`config.mk`:
```
export PLATFORM = sky130hd
export DESIGN_NAME = drt_regs
export DESIGN_NICKNAME = d
export VERILOG_FILES = /design/src/verilog/drt_pkg.sv /design/src/verilog/drt_entry_rom.sv /design/src/verilog/drt_regs.sv
export SDC_FILE = /design/constraint.sdc
export NUM_CORES = 1
export LEC_CHECK = 0
export BUFFER_PORTS_ARGS = -buffer_cell sky130_fd_sc_hd__buf_2
export CELL_PAD_IN_SITES_DETAIL_PLACEMENT = 1
export CELL_PAD_IN_SITES_GLOBAL_PLACEMENT = 2
export CORE_UTILIZATION = 25
export DETAILED_ROUTE_END_ITERATION = 8
export PLACE_DENSITY_LB_ADDON = 0.1
export SLEW_MARGIN = 15
export SYNTH_ARGS = -nofsm -noshare
export SYNTH_HDL_FRONTEND = slang
export SYNTH_HIERARCHICAL = 1
export SYNTH_SLANG_ARGS = --single-unit
```
`constraint.sdc`:
```
create_clock -name CLK -period 1.7 [get_ports CLK]
set_clock_uncertainty 0.15 [all_clocks]
set_input_delay 0.085 -clock CLK [delete_from_list [all_inputs] [get_ports CLK]]
set_output_delay 0.085 -clock CLK [all_outputs]
set_load 0.01 [all_outputs]
```
`src/verilog/drt_pkg.sv`:
```
// package of constants for the debug discovery table register bank
// How it works
// peripheral ident 2 bit 3 reads one
// peripheral ident 4 size field reads zero
// feature id register upper bits read zero
// bit 5 shows system reset request present
// bit 4 shows debug reset request present
// bits 3:0 give power request version code
// at most 512 read-only entry words
// entry n decoded at byte offset n*4
// entry after last component terminates table
// last slot code is final or present
// entry offset field is signed 4KB block
// offset selects block holding identification registers
// present formatted entry never has zero offset
// domain number only with valid flag, else zero
// bit 2 flags meaningful domain number
// presence codes: final, reserved, skipped, present
// reader assumes table domain when none given
// point only to external component views
// one system power control register per domain
// power writes ignored when debug fully disabled; here only writes raising a request are dropped
// bit 1 requests power, bit 0 shows present
// reserved bits zero, read-only writes ignored
package drt_pkg;
  // ****************************************
  // address map (byte offsets)
  // ****************************************
  localparam logic [11:0] ENTRY_BASE = 12'h000;
  localparam logic [11:0] ENTRY_LAST = 12'h7fc;
  localparam logic [11:0] SYS_PWR_CTRL_BASE = 12'hb00;
  localparam logic [11:0] SYS_PWR_CTRL_LAST = 12'hb7c;
  localparam logic [11:0] FEATURE_ID_OFS = 12'hc00;
  localparam logic [11:0] AUTH_CTRL_OFS = 12'hc40;
  localparam logic [11:0] PERIPH_ID4_OFS = 12'hfd0;
  localparam logic [11:0] PERIPH_ID5_OFS = 12'hfd4;
  localparam logic [11:0] PERIPH_ID6_OFS = 12'hfd8;
  localparam logic [11:0] PERIPH_ID7_OFS = 12'hfdc;
  localparam logic [11:0] PERIPH_ID0_OFS = 12'hfe0;
  localparam logic [11:0] PERIPH_ID1_OFS = 12'hfe4;
  localparam logic [11:0] PERIPH_ID2_OFS = 12'hfe8;
  localparam logic [11:0] PERIPH_ID3_OFS = 12'hfec;
  // ****************************************
  // field positions
  // ****************************************
  localparam int IDENT_SCHEME_BIT = 3;
  localparam int SYS_RR_BIT = 5;
  localparam int DBG_RR_BIT = 4;
  localparam int PWR_REQ_BIT = 1;
  localparam int PWR_PRESENT_BIT = 0;
  localparam int DOM_VALID_BIT = 2;
  // ****************************************
  // codes and counts
  // ****************************************
  localparam int MAX_ENTRIES = 512;
  localparam int MAX_DOMAINS = 32;
  localparam logic [3:0] SIZE_ONE_BLOCK = 4'h0;
  localparam logic [3:0] VERSION_NONE = 4'h0;
  localparam logic [3:0] VERSION_0 = 4'h1;
  localparam logic [1:0] PRES_FINAL = 2'h0;
  localparam logic [1:0] PRES_SKIP = 2'h2;
  localparam logic [1:0] PRES_HERE = 2'h3;
  localparam logic [1:0] RESP_OKAY = 2'h0;
  localparam logic [1:0] RESP_SLVERR = 2'h2;
  localparam logic [31:0] RESET_ZERO = 32'h0000_0000;
endpackage : drt_pkg

```
`src/verilog/drt_entry_rom.sv`:
```
// constant component entry table: builds and sanitises each entry word
`timescale 1ns/1ns
module drt_entry_rom #(
  parameter int NUM_COMP = 2,
  parameter logic [19:0] COMP_OFS [0:1] = '{20'h00001, 20'hfffff},
  parameter logic [4:0] COMP_DOM [0:1] = '{5'h00, 5'h03},
  parameter logic [1:0] COMP_DOM_VALID = 2'h2
)(
  // index in
  input wire logic [8:0] idx,
  // entry out
  output logic [31:0] word
);
  // build one entry word, forcing the domain field to zero when no domain
  function automatic logic [31:0] make_entry(input logic [19:0] ofs, input logic [4:0] dom,
    input logic dv);
    logic [31:0] w;
    w = 32'h0000_0000;
    w[31:12] = ofs;
    w[8:4] = dv ? dom : 5'h00;
    w[drt_pkg::DOM_VALID_BIT] = dv;
    // a zero offset would point at the table itself: mark the slot skipped
    w[1:0] = (ofs == 20'h00000) ? drt_pkg::PRES_SKIP : drt_pkg::PRES_HERE;
    return w;
  endfunction : make_entry

  // combinational lookup; slots past the last component read all zero
  always_comb
  begin
    word = drt_pkg::RESET_ZERO;
    for (int i = 0; i < NUM_COMP; i++)
    begin
      if (idx == 9'(i))
      begin
        word = make_entry(COMP_OFS[i], COMP_DOM[i], COMP_DOM_VALID[i]);
      end
    end
    // final slot may only be final or present
    if (idx == 9'h1ff && word[1:0] == drt_pkg::PRES_SKIP)
    begin
      word = drt_pkg::RESET_ZERO;
    end
  end
endmodule : drt_entry_rom

```
`src/verilog/drt_regs.sv`:
```
// axi4-lite register bank of the debug discovery table
`timescale 1ns/1ns
module drt_regs #(
  parameter logic SYS_RR_PRESENT = 1'b0,
  parameter logic DBG_RR_PRESENT = 1'b0,
  parameter logic PWR_REQ_PRESENT = 1'b1,
  parameter logic [31:0] DOMAIN_PRESENT = 32'h0000_000f,
  parameter logic [7:0] PART_LO = 8'h5a, // arbitrary value
  parameter logic [3:0] PART_HI = 4'h1, // arbitrary value
  parameter logic [6:0] DESIGNER = 7'h2b, // arbitrary value
  parameter logic [3:0] DESIGNER_CONT = 4'h0, // arbitrary value
  parameter logic [3:0] REVISION = 4'h0,
  parameter logic [3:0] REV_AND = 4'h0,
  parameter logic [3:0] CUSTOMER_MODIFIED = 4'h0
)(
  // clock and reset
  input wire logic CLK,
  input wire logic RST_B,
  // write address channel
  input wire logic [11:0] AWADDR,
  input wire logic [2:0] AWPROT,
  input wire logic AWVALID,
  output logic AWREADY,
  // write data channel
  input wire logic [31:0] WDATA,
  input wire logic [3:0] WSTRB,
  input wire logic WVALID,
  output logic WREADY,
  // write response channel
  output logic [1:0] BRESP,
  output logic BVALID,
  input wire logic BREADY,
  // read address channel
  input wire logic [11:0] ARADDR,
  input wire logic [2:0] ARPROT,
  input wire logic ARVALID,
  output logic ARREADY,
  // read data channel
  output logic [31:0] RDATA,
  output logic [1:0] RRESP,
  output logic RVALID,
  input wire logic RREADY,
  // system power requests, one per domain
  output logic [31:0] SYS_PWR_REQ
);
  // ****************************************
  // write channel
  // ****************************************
  logic aw_held; // address taken, waiting for data
  logic w_held; // data taken, waiting for address
  logic [11:0] aw_addr; // captured write address
  logic [31:0] w_data; // captured write data
  logic [3:0] w_strb; // captured strobes
  logic do_write; // both halves in hand this cycle
  logic debug_enabled; // cleared means all debug disabled
  logic [31:0] pwr_req; // per-domain request bits

  assign do_write = aw_held && w_held && !BVALID;

  // address capture; ready drops while a beat is held
  always_ff @(posedge CLK or negedge RST_B)
  begin
    if (!RST_B)
    begin
      aw_held <= 1'b0;
      aw_addr <= 12'h000;
      AWREADY <= 1'b0;
    end
    else
    begin
      AWREADY <= !aw_held && !(AWVALID && AWREADY) && !BVALID;
      if (AWVALID && AWREADY)
      begin
        aw_held <= 1'b1;
        aw_addr <= AWADDR;
      end
      else if (do_write)
      begin
        aw_held <= 1'b0;
      end
    end
  end

  // data capture, independent of address order
  always_ff @(posedge CLK or negedge RST_B)
  begin
    if (!RST_B)
    begin
      w_held <= 1'b0;
      w_data <= drt_pkg::RESET_ZERO;
      w_strb <= 4'h0;
      WREADY <= 1'b0;
    end
    else
    begin
      WREADY <= !w_held && !(WVALID && WREADY) && !BVALID;
      if (WVALID && WREADY)
      begin
        w_held <= 1'b1;
        w_data <= WDATA;
        w_strb <= WSTRB;
      end
      else if (do_write)
      begin
        w_held <= 1'b0;
      end
    end
  end

  // write decode: only the power control and auth words are writable
  function automatic logic is_pwr_ctrl(input logic [11:0] a);
    return a >= drt_pkg::SYS_PWR_CTRL_BASE && a <= drt_pkg::SYS_PWR_CTRL_LAST;
  endfunction : is_pwr_ctrl

  // response: all mapped or read-only addresses answer okay, holes slverr
  // the answer is decided from the held address, so a write to a hole
  // costs the same cycles as a real one and never touches any state
  always_ff @(posedge CLK or negedge RST_B)
  begin
    if (!RST_B)
    begin
      BVALID <= 1'b0;
      BRESP <= drt_pkg::RESP_OKAY;
    end
    else if (do_write)
    begin
      BVALID <= 1'b1;
      BRESP <= is_mapped(aw_addr) ? drt_pkg::RESP_OKAY : drt_pkg::RESP_SLVERR;
    end
    else if (BREADY)
    begin
      BVALID <= 1'b0;
    end
  end

  // debug enable control word, bit 0, reset enabled
  always_ff @(posedge CLK or negedge RST_B)
  begin
    if (!RST_B)
    begin
      debug_enabled <= 1'b1;
    end
    else if (do_write && aw_addr == drt_pkg::AUTH_CTRL_OFS && w_strb[0])
    begin
      debug_enabled <= w_data[0];
    end
  end

  // per-domain power request bits via generate
  genvar g;
  generate
    for (g = 0; g < drt_pkg::MAX_DOMAINS; g++)
    begin : g_dom
      always_ff @(posedge CLK or negedge RST_B)
      begin
        if (!RST_B)
        begin
          pwr_req[g] <= 1'b0;
        end
        else if (!DOMAIN_PRESENT[g] || !PWR_REQ_PRESENT)
        begin
          pwr_req[g] <= 1'b0; // unimplemented domain stays clear
        end
        else if (do_write && is_pwr_ctrl(aw_addr) && aw_addr[6:2] == 5'(g) && w_strb[0])
        begin
          // a request to raise power is dropped when debug is off
          if (debug_enabled || !w_data[drt_pkg::PWR_REQ_BIT])
          begin
            pwr_req[g] <= w_data[drt_pkg::PWR_REQ_BIT];
          end
        end
      end
    end
  endgenerate

  // request outputs registered by construction
  assign SYS_PWR_REQ = pwr_req;

  // ****************************************
  // read channel
  // ****************************************
  logic [31:0] entry_word; // table lookup result
  logic [31:0] next_rdata; // decoded read value
  logic next_rerr; // unmapped read

  // address range check used by both channels
  function automatic logic is_mapped(input logic [11:0] a);
    return a <= drt_pkg::ENTRY_LAST || is_pwr_ctrl(a) || a == drt_pkg::FEATURE_ID_OFS
      || a == drt_pkg::AUTH_CTRL_OFS
      || (a >= drt_pkg::PERIPH_ID4_OFS && a <= drt_pkg::PERIPH_ID3_OFS);
  endfunction : is_mapped

  drt_entry_rom u_rom (
    .idx(ARADDR[10:2]),
    .word(entry_word)
  );

  // read decode; every unlisted bit reads zero
  always_comb
  begin
    next_rdata = drt_pkg::RESET_ZERO;
    next_rerr = 1'b0;
    if (ARADDR[1:0] != 2'h0)
    begin
      next_rerr = 1'b1;
    end
    else if (ARADDR <= drt_pkg::ENTRY_LAST)
    begin
      next_rdata = entry_word;
    end
    else if (is_pwr_ctrl(ARADDR))
    begin
      next_rdata[drt_pkg::PWR_PRESENT_BIT] = PWR_REQ_PRESENT && DOMAIN_PRESENT[ARADDR[6:2]];
      next_rdata[drt_pkg::PWR_REQ_BIT] = pwr_req[ARADDR[6:2]];
    end
    else if (ARADDR == drt_pkg::FEATURE_ID_OFS)
    begin
      next_rdata[drt_pkg::SYS_RR_BIT] = SYS_RR_PRESENT;
      next_rdata[drt_pkg::DBG_RR_BIT] = DBG_RR_PRESENT;
      next_rdata[3:0] = PWR_REQ_PRESENT ? drt_pkg::VERSION_0 : drt_pkg::VERSION_NONE;
    end
    else if (ARADDR == drt_pkg::AUTH_CTRL_OFS)
    begin
      next_rdata[0] = debug_enabled;
    end
    else if (ARADDR == drt_pkg::PERIPH_ID0_OFS)
    begin
      next_rdata[7:0] = PART_LO;
    end
    else if (ARADDR == drt_pkg::PERIPH_ID1_OFS)
    begin
      next_rdata[7:0] = {DESIGNER[3:0], PART_HI};
    end
    else if (ARADDR == drt_pkg::PERIPH_ID2_OFS)
    begin
      next_rdata[7:0] = {REVISION, 1'b1, DESIGNER[6:4]};
    end
    else if (ARADDR == drt_pkg::PERIPH_ID3_OFS)
    begin
      next_rdata[7:0] = {REV_AND, CUSTOMER_MODIFIED};
    end
    else if (ARADDR == drt_pkg::PERIPH_ID4_OFS)
    begin
      next_rdata[7:0] = {drt_pkg::SIZE_ONE_BLOCK, DESIGNER_CONT};
    end
    else if (!is_mapped(ARADDR))
    begin
      next_rerr = 1'b1;
    end
  end

  // one read in flight; answer the cycle after the address is taken
  // the word is latched from the decode at the address handshake, while the
  // master still holds ARADDR; holding the answer in flops costs a cycle
  // but keeps RDATA free of decode glitches
  always_ff @(posedge CLK or negedge RST_B)
  begin
    if (!RST_B)
    begin
      ARREADY <= 1'b0;
      RVALID <= 1'b0;
      RDATA <= drt_pkg::RESET_ZERO;
      RRESP <= drt_pkg::RESP_OKAY;
    end
    else
    begin
      ARREADY <= !RVALID && !(ARVALID && ARREADY);
      if (ARVALID && ARREADY)
      begin
        RVALID <= 1'b1;
        RDATA <= next_rdata;
        RRESP <= next_rerr ? drt_pkg::RESP_SLVERR : drt_pkg::RESP_OKAY;
      end
      else if (RREADY)
      begin
        RVALID <= 1'b0;
      end
    end
  end

  // ****************************************
  // checks
  // ****************************************
  a_feature_upper: assert property (@(posedge CLK) disable iff (!RST_B)
    (ARVALID && ARREADY && ARADDR == drt_pkg::FEATURE_ID_OFS) |=> RDATA[31:6] == 26'h0)
    else $error("feature id upper bits not zero");
  a_ident_scheme: assert property (@(posedge CLK) disable iff (!RST_B)
    (ARVALID && ARREADY && ARADDR == drt_pkg::PERIPH_ID2_OFS) |=> RDATA[3])
    else $error("ident scheme bit not set");
  a_size_zero: assert property (@(posedge CLK) disable iff (!RST_B)
    (ARVALID && ARREADY && ARADDR == drt_pkg::PERIPH_ID4_OFS) |=> RDATA[7:4] == 4'h0)
    else $error("size field not zero");
  a_feature_version: assert property (@(posedge CLK) disable iff (!RST_B)
    (ARVALID && ARREADY && ARADDR == drt_pkg::FEATURE_ID_OFS) |=>
    RDATA[3:0] == (PWR_REQ_PRESENT ? 4'h1 : 4'h0) && RDATA[5] == SYS_RR_PRESENT)
    else $error("feature id fields wrong");
  a_final_clean: assert property (@(posedge CLK) disable iff (!RST_B)
    (ARVALID && ARREADY && ARADDR <= drt_pkg::ENTRY_LAST) |=>
    (RDATA[1:0] != 2'h0 || RDATA == 32'h0))
    else $error("final entry not all zero");
  a_domain_gate: assert property (@(posedge CLK) disable iff (!RST_B)
    (ARVALID && ARREADY && ARADDR <= drt_pkg::ENTRY_LAST) |=> (RDATA[2] || RDATA[8:4] == 5'h0))
    else $error("domain number without valid flag");
  a_no_self_ptr: assert property (@(posedge CLK) disable iff (!RST_B)
    (ARVALID && ARREADY && ARADDR <= drt_pkg::ENTRY_LAST) |=>
    !(RDATA[1:0] == 2'h3 && RDATA[31:12] == 20'h0))
    else $error("present entry points at table");
  a_pwr_locked: assert property (@(posedge CLK) disable iff (!RST_B)
    !debug_enabled |=> (SYS_PWR_REQ & ~$past(SYS_PWR_REQ)) == 32'h0)
    else $error("power request raised while debug disabled");
  a_ro_write: assert property (@(posedge CLK) disable iff (!RST_B)
    (do_write && aw_addr == drt_pkg::FEATURE_ID_OFS) |=> $stable(pwr_req) && $stable(debug_enabled))
    else $error("read-only write had side effect");
  // ****************************************
  // table, identification, feature and power word checks
  // ****************************************
  // the last slot never shows a skipped or reserved code
  a_last_slot: assert property (@(posedge CLK) disable iff (!RST_B)
    (ARVALID && ARREADY && ARADDR == drt_pkg::ENTRY_LAST) |=> RDATA[1:0] inside {2'h0, 2'h3})
    else $error("last slot holds a skipped or reserved code");
  // reserved entry bits stay clear
  a_entry_res0: assert property (@(posedge CLK) disable iff (!RST_B)
    (ARVALID && ARREADY && ARADDR <= drt_pkg::ENTRY_LAST) |=> RDATA[11:9] == 3'h0 && !RDATA[3])
    else $error("reserved entry bits set");
  // identification words use the low byte only
  a_ident_upper: assert property (@(posedge CLK) disable iff (!RST_B)
    (ARVALID && ARREADY && ARADDR >= drt_pkg::PERIPH_ID4_OFS
    && ARADDR <= drt_pkg::PERIPH_ID3_OFS) |=> RDATA[31:8] == 24'h0)
    else $error("identification upper bits not zero");
  // debug reset capability flag follows its parameter
  a_feature_dbg: assert property (@(posedge CLK) disable iff (!RST_B)
    (ARVALID && ARREADY && ARADDR == drt_pkg::FEATURE_ID_OFS) |=> RDATA[4] == DBG_RR_PRESENT)
    else $error("debug reset flag wrong");
  // control words show presence in bit 0 and nothing above bit 1
  a_pwr_present: assert property (@(posedge CLK) disable iff (!RST_B)
    (ARVALID && ARREADY && is_pwr_ctrl(ARADDR) && ARADDR[1:0] == 2'h0) |=> RDATA[31:2] == 30'h0
    && RDATA[0] == (PWR_REQ_PRESENT && DOMAIN_PRESENT[$past(ARADDR[6:2])]))
    else $error("power control read wrong");
  // a domain without a request mechanism is never powered from here
  a_dom_unimpl: assert property (@(posedge CLK) disable iff (!RST_B)
    (SYS_PWR_REQ & ~DOMAIN_PRESENT) == 32'h0)
    else $error("request raised for a missing domain");
  // a write to a read-only word still answers okay
  a_ro_okay: assert property (@(posedge CLK) disable iff (!RST_B)
    (do_write && aw_addr == drt_pkg::FEATURE_ID_OFS) |=> BVALID && BRESP == drt_pkg::RESP_OKAY)
    else $error("read-only write refused");
  // an allowed write to domain 0 shows at its request output next cycle
  a_pwr_taken: assert property (@(posedge CLK) disable iff (!RST_B)
    (do_write && aw_addr == drt_pkg::SYS_PWR_CTRL_BASE && w_strb[0] && debug_enabled
    && PWR_REQ_PRESENT && DOMAIN_PRESENT[0])
    |=> SYS_PWR_REQ[0] == $past(w_data[drt_pkg::PWR_REQ_BIT]))
    else $error("power request write not applied");
endmodule : drt_regs
```
==> impl_metrics.toml <==
[status]
run_status = "finished, violations left"
failing_checks = "setup timing"

[synth]
ys_dominant_reg_cell = "sky130_fd_sc_hd__dfrtp_1"
sequential_to_total_area_share_from_yosys_stat = 0.491
synth_top_cell_by_area = "sky130_fd_sc_hd__dfrtp_1"
synthDominantCellAreaShare = 0.482
yosys-top-cells-area = "sky130_fd_sc_hd__dfrtp_1, sky130_fd_sc_hd__buf_4, sky130_fd_sc_hd__a22o_1, sky130_fd_sc_hd__mux2_2, sky130_fd_sc_hd__nand2_1"
synth_unique_cells = 49
synth-edff-count = 0
synthesis.area_per_instance_um2 = 11.3
synthesis.area_um2 = 3110
async_flop_share = 1.00
postSynthRegisterBits = 61
netlist_instances = 275
yosys_warnings = 6

[setup_path]
timing.rr.end = "SYS_PWR_REQ[3]"
critPathLaunch = "aw_addr[0]"
critical_path_peak_fanout = 5
timing.critical_path.slowest_stage_cell = "sky130_fd_sc_hd__dfrtp_1"
type_of_element_launching_the_critical_path = "flip-flop"
delay_of_the_slowest_cell_on_the_worst_path_ns = 0.39
worst_r2r_path_depth = 4
required_arrival_time_at_the_worst_endpoint_ns = 1.75
crit_end_category = "flip-flop"
setup.reg_to_reg.worst_slack_ns = -0.11
crit_type = "reg2reg"
critical_path.endpoint = "SYS_PWR_REQ[3]"
cp_cell_sequence = "o2111a_2 > a311oi_4 > nand4_1 > mux2_1"
crit-reg2reg-launch = "aw_addr[0]"
worst-endpoint-arrival_ns = 1.86

[floorplan]
design.core.area_um2 = 12100
fp.dieH_um = 114
start_util = 0.258
pin_count = 146
standard_cell_row_count = 40
die_area_um2 = 12900
floorplan.die.width_um = 114

[drt]
detail_route.wirelength_um = 7830
antenna_violating_nets_post_route = 0
avg_wl_per_cell_um = 14.2
detail_route.iter0.violations = 115
avgViaCountPerCell = 4.23
drt-pass1-iter-count = 4
detail_route.drc_violations = 0
vias = 2340

[sta]
setup_tns_ns = -0.373
period_minus_slack_ns = 1.81
final_setup_violations = 4
rsz_0062_raised_after_global_routing = "yes"
timing_hold_violations_final = 0
slew_violations = 0
timing.final.crit_share = 1.06
worst_setup_slack_after_layout_ns = -0.109
fmax_mhz = 553

[run]
cap_viol_max_count = 0

[clock_network]
clockBufferDepth = 2
clk_root_buffer_cell = "sky130_fd_sc_hd__clkbuf_16"
ctsHtreeMaxLevel = 3
tritoncts.num_buffers = 9
cts.sink_count = 61
clock_insertion_delay_worst_skew_ns = 0.33
cts_tree = "done"
cts.reportedPaths.clkPinSlew_ns = 0.05

[placement]
dp_hpwl_um = 5570
place.port_buffers = 76
finalWeightedCongestion = 0.720

[power]
peakVddDrop_mv = 0.863
cellPowerDensity_nw_per_um2 = 1220
total_power_mw = 5.01
leakagePower_nw = 2.06

[hold_path]
min_path_type = "in2reg"

[cells_and_area]
multi_input_comb_area_um2 = 1240
antennaDiodeCount = 0
flow.area_growth_from_synthesis_pct = 32.5
final_net_count = 454
post_route_cells_drive_above_1_share = 0.387
fillerInstances = 1373
seq_area_um2 = 1530

[grt]
first_global_vias = 2431
globalRouteOverflowTotal = 0
grt_util_all_layers = 0.131
grt_first_pass_wirelength_um = 12900
antenna_found_initial = 0
grt_start_max_net_pins = 62
==> cell usage after synthesis, types with 2 or more instances <==
cell                       count
sky130_fd_sc_hd__mux2_2       16
sky130_fd_sc_hd__nand4_1       3
sky130_fd_sc_hd__and2_1        2
sky130_fd_sc_hd__a22oi_1       2
sky130_fd_sc_hd__nand3_1       7
sky130_fd_sc_hd__a221o_1       2
sky130_fd_sc_hd__a22o_1       25
sky130_fd_sc_hd__inv_1         6
sky130_fd_sc_hd__mux2_1        4
sky130_fd_sc_hd__o21ai_0       6
sky130_fd_sc_hd__buf_2         2
sky130_fd_sc_hd__and3_1        3
sky130_fd_sc_hd__nor2b_1       4
sky130_fd_sc_hd__nor3b_1       3
sky130_fd_sc_hd__nor3_1        3
sky130_fd_sc_hd__clkbuf_1      4
sky130_fd_sc_hd__dfrtp_1      60
sky130_fd_sc_hd__nor4_1        4
sky130_fd_sc_hd__a21oi_1       6
sky130_fd_sc_hd__nand4b_1      4
sky130_fd_sc_hd__buf_4        60
sky130_fd_sc_hd__or3_1         2
sky130_fd_sc_hd__nor2_1        5
sky130_fd_sc_hd__nand2_1      14
sky130_fd_sc_hd__conb_1        2
sky130_fd_sc_hd__a211oi_1      2
sky130_fd_sc_hd__a21o_1        2
==> worst min-delay path by stage <==
stage | endpoint | depth (start not counted) | from
after floorplan | ARREADY | 0 | RST_B
after global placement | RDATA[9] | 2 | RST_B
after global routing | RDATA[3] | 3 | ARADDR[0]
final | RDATA[3] | 3 | ARADDR[1]
after detailed placement | RDATA[9] | 2 | RST_B
after CTS | RDATA[3] | 3 | ARADDR[0]
==> layer usage <==
layer | global-route usage | part of all wire | vias to the layer above
met1 | 0.152 | 0.43 | 1154
met5 | 0 | 0 | -
li1 | - | - | 1116
met3 | 0.0473 | 0.061 | 9
met4 | 0.0447 | 0.011 | 0
met2 | 0.223 | 0.50 | 61
==> cell usage in the layout, fill, tap and decap left out, types with 2 or more instances in the layout <==
master | synthesis | final
sky130_fd_sc_hd__buf_4 | 60 | 26
sky130_fd_sc_hd__nand3_1 | 7 | 7
sky130_fd_sc_hd__a221o_1 | 2 | 2
sky130_fd_sc_hd__dlygate4sd3_1 | 0 | 22
sky130_fd_sc_hd__nor3b_1 | 3 | 2
sky130_fd_sc_hd__nand4_1 | 3 | 3
sky130_fd_sc_hd__a211oi_1 | 2 | 2
sky130_fd_sc_hd__a22oi_1 | 2 | 2
sky130_fd_sc_hd__nor4_1 | 4 | 4
sky130_fd_sc_hd__a21o_1 | 2 | 2
sky130_fd_sc_hd__and3_1 | 3 | 3
sky130_fd_sc_hd__mux2_1 | 4 | 3
sky130_fd_sc_hd__nor2_1 | 5 | 5
sky130_fd_sc_hd__nand2_1 | 14 | 14
sky130_fd_sc_hd__conb_1 | 2 | 37
sky130_fd_sc_hd__mux2_2 | 16 | 16
sky130_fd_sc_hd__clkinv_2 | 0 | 2
sky130_fd_sc_hd__a22o_1 | 25 | 25
sky130_fd_sc_hd__o21ai_0 | 6 | 6
sky130_fd_sc_hd__buf_12 | 0 | 3
sky130_fd_sc_hd__and2_2 | 1 | 2
sky130_fd_sc_hd__nor3_1 | 3 | 2
sky130_fd_sc_hd__dfrtp_1 | 60 | 60
sky130_fd_sc_hd__nand4b_1 | 4 | 4
sky130_fd_sc_hd__clkbuf_16 | 0 | 9
sky130_fd_sc_hd__nor2b_1 | 4 | 4
sky130_fd_sc_hd__clkinvlp_4 | 0 | 2
sky130_fd_sc_hd__or3_1 | 2 | 2
sky130_fd_sc_hd__a21oi_1 | 6 | 6
sky130_fd_sc_hd__inv_1 | 6 | 6
sky130_fd_sc_hd__buf_2 | 2 | 75
==> logic make-up (layout without fill, tap and decap cells) <==
logic type | after synthesis | count (layout) | share of synthesized area
other | 2 | 37 | 0.00241
multiplexers | 21 | 21 | 0.0796
XOR/XNOR | 1 | 1 | 0.00281
flip-flops | 61 | 61 | 0.491
AND/OR/NAND/NOR | 60 | 60 | 0.114
buffers and inverters | 73 | 148 | 0.161
AO/OA/AOI/OAI | 57 | 57 | 0.150
==> critical path, delay by kind of cell, from the launching register on <==
| kind | cells | cell delay (ns) |
|---|---|---|
| AOI/OAI and AO/OA | 2 | 0.64 |
| DFF | 1 | 0.39 |
| muxes | 1 | 0.33 |
| and+or+nand+nor | 1 | 0.17 |
==> cell type report <==
type                    instances  share of cell area
flip-flops and latches         61               0.370
well taps                     168              0.0510
inverters                       6             0.00546
clock buffers                  11              0.0588
clock inverters                 4             0.00607
repair buffers                127               0.208
multi-input cells             176               0.300
==> state kept, by name, summed over array words and instances (netlist names), 2 cells and up <==
register	flops
aw_addr	12
SYS_PWR_REQ	4
RDATA	32
w_data	2
==> per-stage QoR <==
step	instances	area, um2	hold WS (ns)	worst slack (ns)	util
2_1_floorplan	310	3240	-0.361	0.000503	-
3_3_place_gp	515	3600	-0.0240	-0.108	0.299
3_5_place_dp	515	3600	-0.0212	-0.100	0.299
4_1_cts	552	4100	0.00274	-0.122	0.340
5_1_grt	553	4130	0.0136	-0.179	0.342
6_report	553	4130	0.000295	-0.109	0.342
==> report_power, final <==
group	internal [mW]	switching [mW]
Clock	1.01	0.656
Combinational	0.726	0.656
Sequential	1.74	0.222
==> what timing repair did <==
item,4_1_cts,5_1_grt
setup endpoints to repair,4,24
hold buffers,22,0
hold endpoints to repair,83,0
resized for setup,1,6
setup buffers,0,1
pin swaps,2,1
Power figures use the tool's default switching activity.
